==> config.mk <==
export PLATFORM = sky130hd
export DESIGN_NAME = dpm_monitor
export DESIGN_NICKNAME = d
export VERILOG_FILES = /design/src/dpm_pkg.sv /design/src/dpm_monitor.sv
export SDC_FILE = /design/constraint.sdc
export NUM_CORES = 2
export LEC_CHECK = 0
export BUFFER_PORTS_ARGS = -buffer_cell sky130_fd_sc_hd__buf_4
export CAP_MARGIN = 15
export CORE_MARGIN = 1.5
export CORE_UTILIZATION = 52
export DETAILED_ROUTE_END_ITERATION = 7
export PLACE_DENSITY = 0.68
export RECOVER_POWER = 50
export SYNTH_ARGS = -nofsm -noshare
export SYNTH_HDL_FRONTEND = slang
export SYNTH_SLANG_ARGS = --single-unit
==> constraint.sdc <==
create_clock -name sys_clk_in -period 8.2 [get_ports sys_clk_in]
set_input_delay 1.23 -clock sys_clk_in [delete_from_list [all_inputs] [get_ports sys_clk_in]]
set_output_delay 1.23 -clock sys_clk_in [all_outputs]
set_load 0.03 [all_outputs]
==> src/dpm_pkg.sv <==
// package: constants, carriers and state type of the ds1 performance monitor
package dpm_pkg;
  // bus and counter geometry
  localparam int DPM_ADDR_W = 12;
  localparam int DPM_DATA_W = 32;
  localparam int DPM_CNT_W = 32;
  localparam int DPM_TALLY_W = 16;
  localparam int DPM_STS_W = 6;
  localparam int DPM_TICK_W = 26;
  localparam int DPM_NUM_PM = 10;
  localparam int DPM_NUM_PJ = 4;
  // second tick timing
  localparam longint DPM_SECOND_NS = 1000000000;
  localparam longint DPM_CLK_NS = 20;
  localparam int DPM_TICK_CYCLES = int'(DPM_SECOND_NS / DPM_CLK_NS);
  // per-second thresholds and unavailability run length
  localparam logic [DPM_TALLY_W-1:0] DPM_LINE_SES_LIMIT = 16'h0608;
  localparam logic [DPM_TALLY_W-1:0] DPM_ESF_SES_LIMIT = 16'h0140;
  localparam logic [DPM_TALLY_W-1:0] DPM_SF_SES_LIMIT = 16'h0004;
  localparam logic [3:0] DPM_UNAVAIL_RUN = 4'ha;
  // register offsets
  localparam logic [DPM_ADDR_W-1:0] DPM_CTRL_OFS = 12'h000;
  localparam logic [DPM_ADDR_W-1:0] DPM_STATUS_OFS = 12'h004;
  localparam logic [DPM_ADDR_W-1:0] DPM_FLAGS_OFS = 12'h008;
  localparam logic [DPM_ADDR_W-1:0] DPM_PM_BASE = 12'h040;
  localparam logic [DPM_ADDR_W-1:0] DPM_PJ_BASE = 12'h080;
  localparam logic [DPM_ADDR_W-1:0] DPM_THR_BASE = 12'h0c0;
  // control and status fields
  localparam int DPM_CTRL_ESF_BIT = 0;
  localparam int DPM_CTRL_PJ_EN_BIT = 1;
  localparam int DPM_CTRL_STS_LSB = 8;
  localparam int DPM_STATUS_UNAVAIL_BIT = 0;
  localparam int DPM_STATUS_RUN_LSB = 4;
  // performance counter indices
  localparam int DPM_LINE_CODE_VIOL = 0;
  localparam int DPM_LINE_ERR_SEC = 1;
  localparam int DPM_LINE_SEV_SEC = 2;
  localparam int DPM_LINE_LOS_SEC = 3;
  localparam int DPM_PATH_CODE_VIOL = 4;
  localparam int DPM_PATH_ERR_SEC = 5;
  localparam int DPM_PATH_SEV_SEC = 6;
  localparam int DPM_PATH_FRAME_AIS_SEC = 7;
  localparam int DPM_PATH_AIS_SEC = 8;
  localparam int DPM_PATH_UNAVAIL_SEC = 9;
  // justification counter indices
  localparam int DPM_PJ_POS_DET = 0;
  localparam int DPM_PJ_POS_GEN = 1;
  localparam int DPM_PJ_NEG_DET = 2;
  localparam int DPM_PJ_NEG_GEN = 3;
  // reset values
  localparam logic [DPM_CNT_W-1:0] DPM_THR_RESET = 32'hffffffff;
  localparam logic [DPM_STS_W-1:0] DPM_STS_RESET = 6'h00;

  typedef enum logic [0:0] {
    DPM_AVAIL = 1'b0,
    DPM_UNAVAIL = 1'b1
  } dpm_avail_t;

  typedef struct packed {
    logic bipolar_violation;
    logic excess_zeros_event;
    logic los_defect;
  } dpm_line_ev_t;

  typedef struct packed {
    logic crc6_error;
    logic frame_bit_error;
    logic frame_align_change;
    logic severe_frame_error_defect;
    logic ais_defect;
  } dpm_path_ev_t;

  typedef struct packed {
    logic [DPM_STS_W-1:0] sts;
    logic positive_just_detected;
    logic positive_just_generated;
    logic negative_just_detected;
    logic negative_just_generated;
  } dpm_pj_ev_t;

  typedef struct packed {
    logic esf_mode;
    logic pj_enable;
    logic [DPM_STS_W-1:0] justification_monitor_sts_select;
    logic [DPM_TICK_W-1:0] tick_cnt;
    logic [DPM_TALLY_W-1:0] line_anomalies;
    logic los_seen;
    logic [DPM_TALLY_W-1:0] path_errors;
    logic align_change_seen;
    logic severe_frame_seen;
    logic ais_seen;
    dpm_avail_t avail;
    logic [3:0] run;
    logic [DPM_NUM_PM-1:0][DPM_CNT_W-1:0] pm;
    logic [DPM_NUM_PJ-1:0][DPM_CNT_W-1:0] pj;
    logic [DPM_NUM_PM-1:0][DPM_CNT_W-1:0] thr;
    logic [DPM_NUM_PM-1:0] flags;
    logic pready;
    logic pslverr;
    logic [DPM_DATA_W-1:0] prdata;
  } dpm_state_t;
endpackage

==> src/dpm_monitor.sv <==
// ds1 line/path performance monitor with pointer justification counters, apb slave
module dpm_monitor
  import dpm_pkg::*;
#(
  parameter int TICK_CYCLES = DPM_TICK_CYCLES
) (
  input wire logic sys_clk_in,
  input wire logic rst_n_in,
  input wire logic apb_psel_in,
  input wire logic apb_penable_in,
  input wire logic apb_pwrite_in,
  input wire logic [DPM_ADDR_W-1:0] apb_paddr_in,
  input wire logic [DPM_DATA_W-1:0] apb_pwdata_in,
  input wire logic [3:0] apb_pstrb_in,
  input wire dpm_line_ev_t line_ev_in,
  input wire dpm_path_ev_t path_ev_in,
  input wire dpm_pj_ev_t pj_ev_in,
  output logic [DPM_DATA_W-1:0] apb_prdata_out,
  output logic apb_pready_out,
  output logic apb_pslverr_out,
  output logic path_unavailable_out,
  output logic [DPM_NUM_PM-1:0] threshold_flags_out
);

  if (TICK_CYCLES < 2 || TICK_CYCLES > (2 ** DPM_TICK_W)) begin : g_tick_check
    $error("TICK_CYCLES out of range for the second counter");
  end

  dpm_state_t state;
  dpm_state_t next_state;

  function automatic logic [DPM_CNT_W-1:0] sat_add(input logic [DPM_CNT_W-1:0] a,
                                                   input logic [3:0] b);
    logic [DPM_CNT_W:0] s;
    s = {1'b0, a} + {{(DPM_CNT_W - 3){1'b0}}, b};
    return s[DPM_CNT_W] ? {DPM_CNT_W{1'b1}} : s[DPM_CNT_W-1:0];
  endfunction

  function automatic logic [DPM_TALLY_W-1:0] tally_add(input logic [DPM_TALLY_W-1:0] a,
                                                       input logic [1:0] b);
    logic [DPM_TALLY_W:0] s;
    s = {1'b0, a} + {{(DPM_TALLY_W - 1){1'b0}}, b};
    return s[DPM_TALLY_W] ? {DPM_TALLY_W{1'b1}} : s[DPM_TALLY_W-1:0];
  endfunction

  function automatic logic [DPM_DATA_W-1:0] merge(input logic [DPM_DATA_W-1:0] old,
                                                  input logic [DPM_DATA_W-1:0] wd,
                                                  input logic [3:0] strb);
    logic [DPM_DATA_W-1:0] r;
    r = old;
    for (int b = 0; b < 4; b++) begin
      if (strb[b]) begin
        r[b*8 +: 8] = wd[b*8 +: 8];
      end
    end
    return r;
  endfunction

  // combinational views of this cycle
  logic tick;
  logic [1:0] line_inc;
  logic path_err_ev;
  logic [DPM_TALLY_W-1:0] line_anom_sec;
  logic [DPM_TALLY_W-1:0] path_err_sec;
  logic los_sec;
  logic align_sec;
  logic sevf_sec;
  logic ais_sec;
  logic path_ses;
  logic line_ses;
  logic [3:0] unavail_add;
  logic [DPM_NUM_PM-1:0][3:0] pm_inc;
  logic [DPM_NUM_PJ-1:0] pj_hit;
  logic [DPM_NUM_PM-1:0][DPM_CNT_W-1:0] pm_before;
  logic apb_access;
  logic apb_done;
  logic [DPM_ADDR_W-1:0] ofs;
  logic [DPM_DATA_W-1:0] rdata;
  logic rerr;
  logic [DPM_DATA_W-1:0] ctrl_word;
  logic [DPM_DATA_W-1:0] ctrl_new;

  always_comb begin
    next_state = state;
    tick = (state.tick_cnt == DPM_TICK_W'(TICK_CYCLES - 1));
    next_state.tick_cnt = tick ? '0 : state.tick_cnt + 1'b1;

    line_inc = {1'b0, line_ev_in.bipolar_violation} + {1'b0, line_ev_in.excess_zeros_event};
    path_err_ev = state.esf_mode ? path_ev_in.crc6_error : path_ev_in.frame_bit_error;

    // this second's totals, including events arriving with the tick
    line_anom_sec = tally_add(state.line_anomalies, line_inc);
    path_err_sec = tally_add(state.path_errors, {1'b0, path_err_ev});
    los_sec = state.los_seen | line_ev_in.los_defect;
    align_sec = state.align_change_seen | path_ev_in.frame_align_change;
    sevf_sec = state.severe_frame_seen | path_ev_in.severe_frame_error_defect;
    ais_sec = state.ais_seen | path_ev_in.ais_defect;

    line_ses = (line_anom_sec >= DPM_LINE_SES_LIMIT) | los_sec;
    path_ses = (state.esf_mode ? (path_err_sec >= DPM_ESF_SES_LIMIT)
                               : (path_err_sec >= DPM_SF_SES_LIMIT)) | sevf_sec | ais_sec;

    pm_inc = '0;
    pm_inc[DPM_LINE_CODE_VIOL] = {2'b00, line_inc};
    pm_inc[DPM_PATH_CODE_VIOL] = {3'b000, path_err_ev};
    unavail_add = 4'h0;
    if (tick) begin
      pm_inc[DPM_LINE_ERR_SEC] = {3'b000, (line_anom_sec != '0) | los_sec};
      pm_inc[DPM_LINE_SEV_SEC] = {3'b000, line_ses};
      pm_inc[DPM_LINE_LOS_SEC] = {3'b000, los_sec};
      pm_inc[DPM_PATH_ERR_SEC] = {3'b000,
                                  (path_err_sec != '0) | align_sec | sevf_sec | ais_sec};
      pm_inc[DPM_PATH_SEV_SEC] = {3'b000, path_ses};
      pm_inc[DPM_PATH_FRAME_AIS_SEC] = {3'b000, sevf_sec | ais_sec};
      pm_inc[DPM_PATH_AIS_SEC] = {3'b000, ais_sec};

      case (state.avail)
        DPM_AVAIL: begin
          if (path_ses) begin
            next_state.run = state.run + 4'h1;
            if (state.run + 4'h1 == DPM_UNAVAIL_RUN) begin
              // onset of the run is unavailable, so the whole run is added at once
              next_state.avail = DPM_UNAVAIL;
              next_state.run = 4'h0;
              unavail_add = DPM_UNAVAIL_RUN;
            end
          end else begin
            next_state.run = 4'h0;
          end
        end
        DPM_UNAVAIL: begin
          if (path_ses) begin
            // clean seconds held back turn out to be unavailable after all
            unavail_add = state.run + 4'h1;
            next_state.run = 4'h0;
          end else begin
            next_state.run = state.run + 4'h1;
            if (state.run + 4'h1 == DPM_UNAVAIL_RUN) begin
              next_state.avail = DPM_AVAIL;
              next_state.run = 4'h0;
            end
          end
        end
        default: begin
          next_state.avail = DPM_AVAIL;
          next_state.run = 4'h0;
        end
      endcase
      pm_inc[DPM_PATH_UNAVAIL_SEC] = unavail_add;

      // tallies restart with the new second
      next_state.line_anomalies = '0;
      next_state.path_errors = '0;
      next_state.los_seen = 1'b0;
      next_state.align_change_seen = 1'b0;
      next_state.severe_frame_seen = 1'b0;
      next_state.ais_seen = 1'b0;
    end else begin
      next_state.line_anomalies = line_anom_sec;
      next_state.path_errors = path_err_sec;
      next_state.los_seen = los_sec;
      next_state.align_change_seen = align_sec;
      next_state.severe_frame_seen = sevf_sec;
      next_state.ais_seen = ais_sec;
    end

    pj_hit = '0;
    if (state.pj_enable && pj_ev_in.sts == state.justification_monitor_sts_select) begin
      pj_hit[DPM_PJ_POS_DET] = pj_ev_in.positive_just_detected;
      pj_hit[DPM_PJ_POS_GEN] = pj_ev_in.positive_just_generated;
      pj_hit[DPM_PJ_NEG_DET] = pj_ev_in.negative_just_detected;
      pj_hit[DPM_PJ_NEG_GEN] = pj_ev_in.negative_just_generated;
    end

    // apb decode and read data
    apb_access = apb_psel_in & apb_penable_in;
    apb_done = apb_access & state.pready;
    ofs = apb_paddr_in;
    ctrl_word = '0;
    ctrl_word[DPM_CTRL_ESF_BIT] = state.esf_mode;
    ctrl_word[DPM_CTRL_PJ_EN_BIT] = state.pj_enable;
    ctrl_word[DPM_CTRL_STS_LSB +: DPM_STS_W] = state.justification_monitor_sts_select;
    ctrl_new = merge(ctrl_word, apb_pwdata_in, apb_pstrb_in);
    rdata = '0;
    rerr = 1'b0;
    if (ofs == DPM_CTRL_OFS) begin
      rdata = ctrl_word;
    end else if (ofs == DPM_STATUS_OFS) begin
      rdata[DPM_STATUS_UNAVAIL_BIT] = (state.avail == DPM_UNAVAIL);
      rdata[DPM_STATUS_RUN_LSB +: 4] = state.run;
    end else if (ofs == DPM_FLAGS_OFS) begin
      rdata[DPM_NUM_PM-1:0] = state.flags;
    end else if (ofs[1:0] == 2'b00 && ofs >= DPM_PM_BASE
                 && ofs < DPM_PM_BASE + DPM_ADDR_W'(4 * DPM_NUM_PM)) begin
      rdata = state.pm[ofs[5:2]];
    end else if (ofs[1:0] == 2'b00 && ofs >= DPM_PJ_BASE
                 && ofs < DPM_PJ_BASE + DPM_ADDR_W'(4 * DPM_NUM_PJ)) begin
      rdata = state.pj_enable ? state.pj[ofs[3:2]] : '0;
    end else if (ofs[1:0] == 2'b00 && ofs >= DPM_THR_BASE
                 && ofs < DPM_THR_BASE + DPM_ADDR_W'(4 * DPM_NUM_PM)) begin
      rdata = state.thr[ofs[5:2] - 4'h0];
    end else begin
      rerr = 1'b1;
    end

    // answer one cycle into the access phase; registered so outputs stay glitch free
    next_state.pready = apb_access & ~state.pready;
    next_state.pslverr = apb_access & ~state.pready & rerr;
    if (apb_access & ~state.pready) begin
      next_state.prdata = apb_pwrite_in ? '0 : rdata;
    end

    // software writes first, so hardware events in the same cycle win
    if (apb_done && apb_pwrite_in && !rerr) begin
      if (ofs == DPM_CTRL_OFS) begin
        next_state.esf_mode = ctrl_new[DPM_CTRL_ESF_BIT];
        next_state.pj_enable = ctrl_new[DPM_CTRL_PJ_EN_BIT];
        next_state.justification_monitor_sts_select = ctrl_new[DPM_CTRL_STS_LSB +: DPM_STS_W];
      end else if (ofs == DPM_FLAGS_OFS) begin
        next_state.flags = state.flags & ~apb_pwdata_in[DPM_NUM_PM-1:0];
      end else if (ofs >= DPM_THR_BASE) begin
        next_state.thr[ofs[5:2]] = merge(state.thr[ofs[5:2]], apb_pwdata_in, apb_pstrb_in);
      end else if (ofs >= DPM_PJ_BASE) begin
        next_state.pj[ofs[3:2]] = '0;
      end else if (ofs >= DPM_PM_BASE) begin
        next_state.pm[ofs[5:2]] = '0;
      end
    end

    pm_before = next_state.pm;
    for (int i = 0; i < DPM_NUM_PM; i++) begin
      next_state.pm[i] = sat_add(pm_before[i], pm_inc[i]);
      if (pm_inc[i] != 4'h0 && next_state.pm[i] >= state.thr[i]
          && pm_before[i] < state.thr[i]) begin
        next_state.flags[i] = 1'b1;
      end
    end
    for (int j = 0; j < DPM_NUM_PJ; j++) begin
      next_state.pj[j] = sat_add(next_state.pj[j], {3'b000, pj_hit[j]});
    end
  end

  always_ff @(posedge sys_clk_in) begin
    if (!rst_n_in) begin
      state <= '0;
      state.avail <= DPM_AVAIL;
      state.justification_monitor_sts_select <= DPM_STS_RESET;
      state.thr <= {DPM_NUM_PM{DPM_THR_RESET}};
    end else begin
      state <= next_state;
    end
  end

  assign apb_prdata_out = state.prdata;
  assign apb_pready_out = state.pready;
  assign apb_pslverr_out = state.pslverr;
  assign path_unavailable_out = (state.avail == DPM_UNAVAIL);
  assign threshold_flags_out = state.flags;

endmodule // dpm_monitor

==> metrics.md <==
| Metric | Value |
|---|---|
| Outcome | `finished with violations` |
| Failing checks | `capacitance limit, slew limit` |
| DP HPWL | `207,000 um` |
| Clock Path Buffers | `3` |
| Sw frac | `0.252` |
| Leakage power | `0.0342 uW` |
| Synthesized flop and latch total | `887` |
| H-tree Lvls | `3` |
| Post_cts resized | `0` |
| Skew final | `0.0358 ns` |
| Pwr/cell area | `144 mW/mm^2` |
| Hold_buf cts | `0` |
| WP data required | `8.78 ns` |
| Die height | `352 um` |
| Total gr overflow | `0` |
| GPL Wtd Cong | `1.06` |
| Place WS | `0.404 ns` |
| Clock-pin slew on the worst setup and hold paths | `0.06 ns` |
| Hold Vio Cnt, Final | `0` |
| Overall Power | `9970 uW` |
| Core area | `0.120 mm^2` |
| Skew-Pair Late Insertion Delay | `0.77 ns` |
| Slowest stage delay, CP | `0.95 ns` |
| Clock power share | `0.510` |
| Arrival @ worst endpoint | `8.40 ns` |
| Worst path cell trace | `buf_4 -> nor4_4 -> clkbuf_1 -> nand4_1 -> clkbuf_1 -> o21ai_0 -> inv_1 -> ha_1 -> ha_1 -> and3_1 -> o2111ai_1 -> nor4_1 -> buf_4 -> nand2_1 -> buf_4 -> nand2_1 -> ha_1 -> and3_1 -> a221oi_1 -> o21ai_0 -> a311o_1 -> a221oi_1 -> o31ai_1` |
| Syn Std Cell Area | `0.0635 mm^2` |
| Io pins | `116` |
| Fillers | `11,200` |
| Final Slew Violations | `931` |
| CTS Root Cell | `clkbuf_16` |
| Combinational share of power | `0.056` |
| Worst path slowest cell | `clkbuf_1` |
| Synth Area in Adders | `0.133` |
| Setup-failing EPs final | `0` |
| Startpoint types | `input port` |
| Syn_area_per_cell | `8.21 um^2` |
| Post-Synth Simple-Gate Area | `0.227` |
| Crit Path Category | `in2reg` |
| Fin crit period | `7.82 ns` |
| CTS tree | `done` |
| Die area | `0.124 mm^2` |
| Sum Neg Setup Slack | `0 ns` |
| Number of max-cap violations | `14` |
| Finished Layout Cells | `9,361` |
| NumNets Final | `8,395` |
| Final core occ | `0.575` |
| Post-synth EDFFs | `0` |
| Vias per Instance | `6.57` |
| Yosys warns | `0` |
| Slew @ Worst Pin | `3.77 ns` |
| Drc violations | `0` |
| Post CTS Setup Buffer Count | `0` |
| Seq/Total Area, Yosys | `0.280` |
| Die Wd | `352 um` |
| Internal power consumption | `7460 uW` |
| Crit. End Element | `flip-flop` |
| Mapped Cells | `7,726` |
| Tot GR Track Use | `0.414` |
| Initial Util | `0.527` |
| Sink Count | `887` |
| Maximum vdd drop | `0.268 mV` |
| Tcrit/Tclk final | `0.953` |
| Placed insts | `9,155` |
| Layout cell share with drive strength beyond 1 | `0.0852` |
| Area fraction in compound gates after synthesis | `0.175` |
| Most frequent cells in the layout | `963 x nand2_1, 887 x dfxtp_1, 669 x ha_1, 452 x nor2_1, 448 x inv_1` |
| Syn nets | `8,469` |
| Pin count of the biggest net entering global routing | `212` |
| Xor/xnor share of the synthesized area | `0.0547` |
| Routed Antenna Nets | `0` |
| Vias | `61,500` |
| Max-slew headroom | `-1.51` |
| Seq pwr share | `0.434` |
| Wirelength per Cell | `28.3 um` |
| DRT Wirelength | `265,000 um` |
| DRT iter0 DRCs | `8,719` |
| Hold Path Class | `reg2reg` |
| Mux cell area share after synthesis | `0.0732` |
| Antenna violations before repair | `27` |
| Async SR Flop Fraction | `0` |
| Final worst slack | `0.383 ns` |
| Reported net switching power | `2510 uW` |
| Distinct cell type count after synthesis | `95` |
| Most common cell after layout, fill and taps aside | `nand2_1` |
| RSZ-0062 raised after global routing | `false` |
| TritonCTS Buffers | `106` |
| Row count | `127` |
| Drt pass-1 iters | `6` |
| Max frequency | `128 MHz` |
| Vias in the first global route | `55,900` |
| IO buf count | `115` |
| Layout area overhead | `9.12%` |
| Max FO, Critical Path | `18` |
| Dominant synthesized flop cell | `dfxtp_1` |
| First-pass GRT wire length | `383,000 um` |
| Largest family of logic cells by synthesized area | `simple AND/OR/NAND/NOR gates` |
-- power by group through the flow --
stage | logic [uW] | registers [uW] | clock network, uW
6_report | 559 | 4330 | 5080
5_1_grt | 571 | 4330 | 5270
4_1_cts | 541 | 4330 | 5100
3_5_place_dp | 539 | 4420 | 0
3_3_place_gp | 535 | 4420 | 0
2_1_floorplan | 293 | 4420 | 0
-- metrics by stage --
| step | hold slack, ns | cell area [um^2] |
|---|---|---|
| 6_report | 0.459 | 69200 |
| 5_1_grt | 0.486 | 69200 |
| 4_1_cts | 0.463 | 69500 |
| 3_5_place_dp | 0.449 | 65800 |
| 3_3_place_gp | 0.443 | 65800 |
| 2_1_floorplan | 0.421 | 63500 |
-- kinds of logic (layout without fill, tap and decap cells) --
logic type,count (synthesis),in the layout
simple gates,2899,2899
flops,887,887
fa+ha+maj,672,672
buf+inv,909,919
xor+xnor,396,396
mux,259,259
other cells,0,13
compound gates,1704,1704
-- metal layers --
layer / share of wire / vias to the layer above / global-route usage / wire [um]
met1: 0.42 / 29500 / 0.581 / 111000
met5: 0.00078 / - / 0 / 208
met3: 0.13 / 629 / 0.131 / 34900
met2: 0.39 / 3582 / 0.561 / 103000
li1: - / 27700 / - / -
met4: 0.061 / 32 / 0.216 / 16100
-- worst paths after layout --
check / start / to / slack (ns) / cells past startpoint
setup / recovery: apb_paddr_in[11] / threshold_flags_out[8] / 0.38 / 23
hold reg to reg: state[853] / state[853] / 0.46 / 1
hold / removal: state[853] / state[853] / 0.46 / 1
setup reg to reg: state[853] / threshold_flags_out[7] / 0.70 / 22
-- cell type report --
cell class | count | area (um^2) | area share
timing repair buffer | 277 | 1890 | 0.0273
sequential | 887 | 17800 | 0.256
multi-input combinational | 5930 | 42200 | 0.609
inverter | 450 | 1700 | 0.0245
clock buffer | 145 | 3030 | 0.0438
tap | 1612 | 2020 | 0.0291
antenna | 13 | 32.5 | 0.000470
clock inverter | 47 | 629 | 0.00909
-- cells in the mapped netlist (25+ instances only) --
cell type	instances	share of area
nand2_1	963	0.057
dfxtp_1	887	0.28
ha_1	669	0.13
nor2_1	454	0.027
inv_1	450	0.027
a21oi_1	444	0.035
and2_1	385	0.038
o21ai_0	373	0.029
o211ai_1	355	0.042
clkbuf_1	334	0.020
nand3_1	272	0.021
xnor2_1	219	0.030
nand4_1	214	0.021
xor2_1	177	0.024
mux4_2	160	0.057
nor3_1	156	0.012
and3_1	94	0.0093
a21o_1	83	0.0098
a211oi_1	72	0.0085
nor4_1	71	0.0070
a22oi_1	69	0.0082
buf_2	63	0.0050
nor2b_1	61	0.0060
mux2i_1	59	0.0093
o21a_1	55	0.0065
and4_1	54	0.0075
buf_4	42	0.0050
mux2_2	40	0.0071
nand2b_1	37	0.0036
a31oi_1	34	0.0034
a22o_1	26	0.0036
or3_1	25	0.0025
-- worst max-delay path, delay by kind of cell --
family	cells	cell delay [ns]
AOI/OAI and AO/OA	7	2.60
buffers and inverters	6	2.17
and+or+nand+nor	7	1.60
adders and majority gates	3	0.78
(Power assumes the default switching activity.)
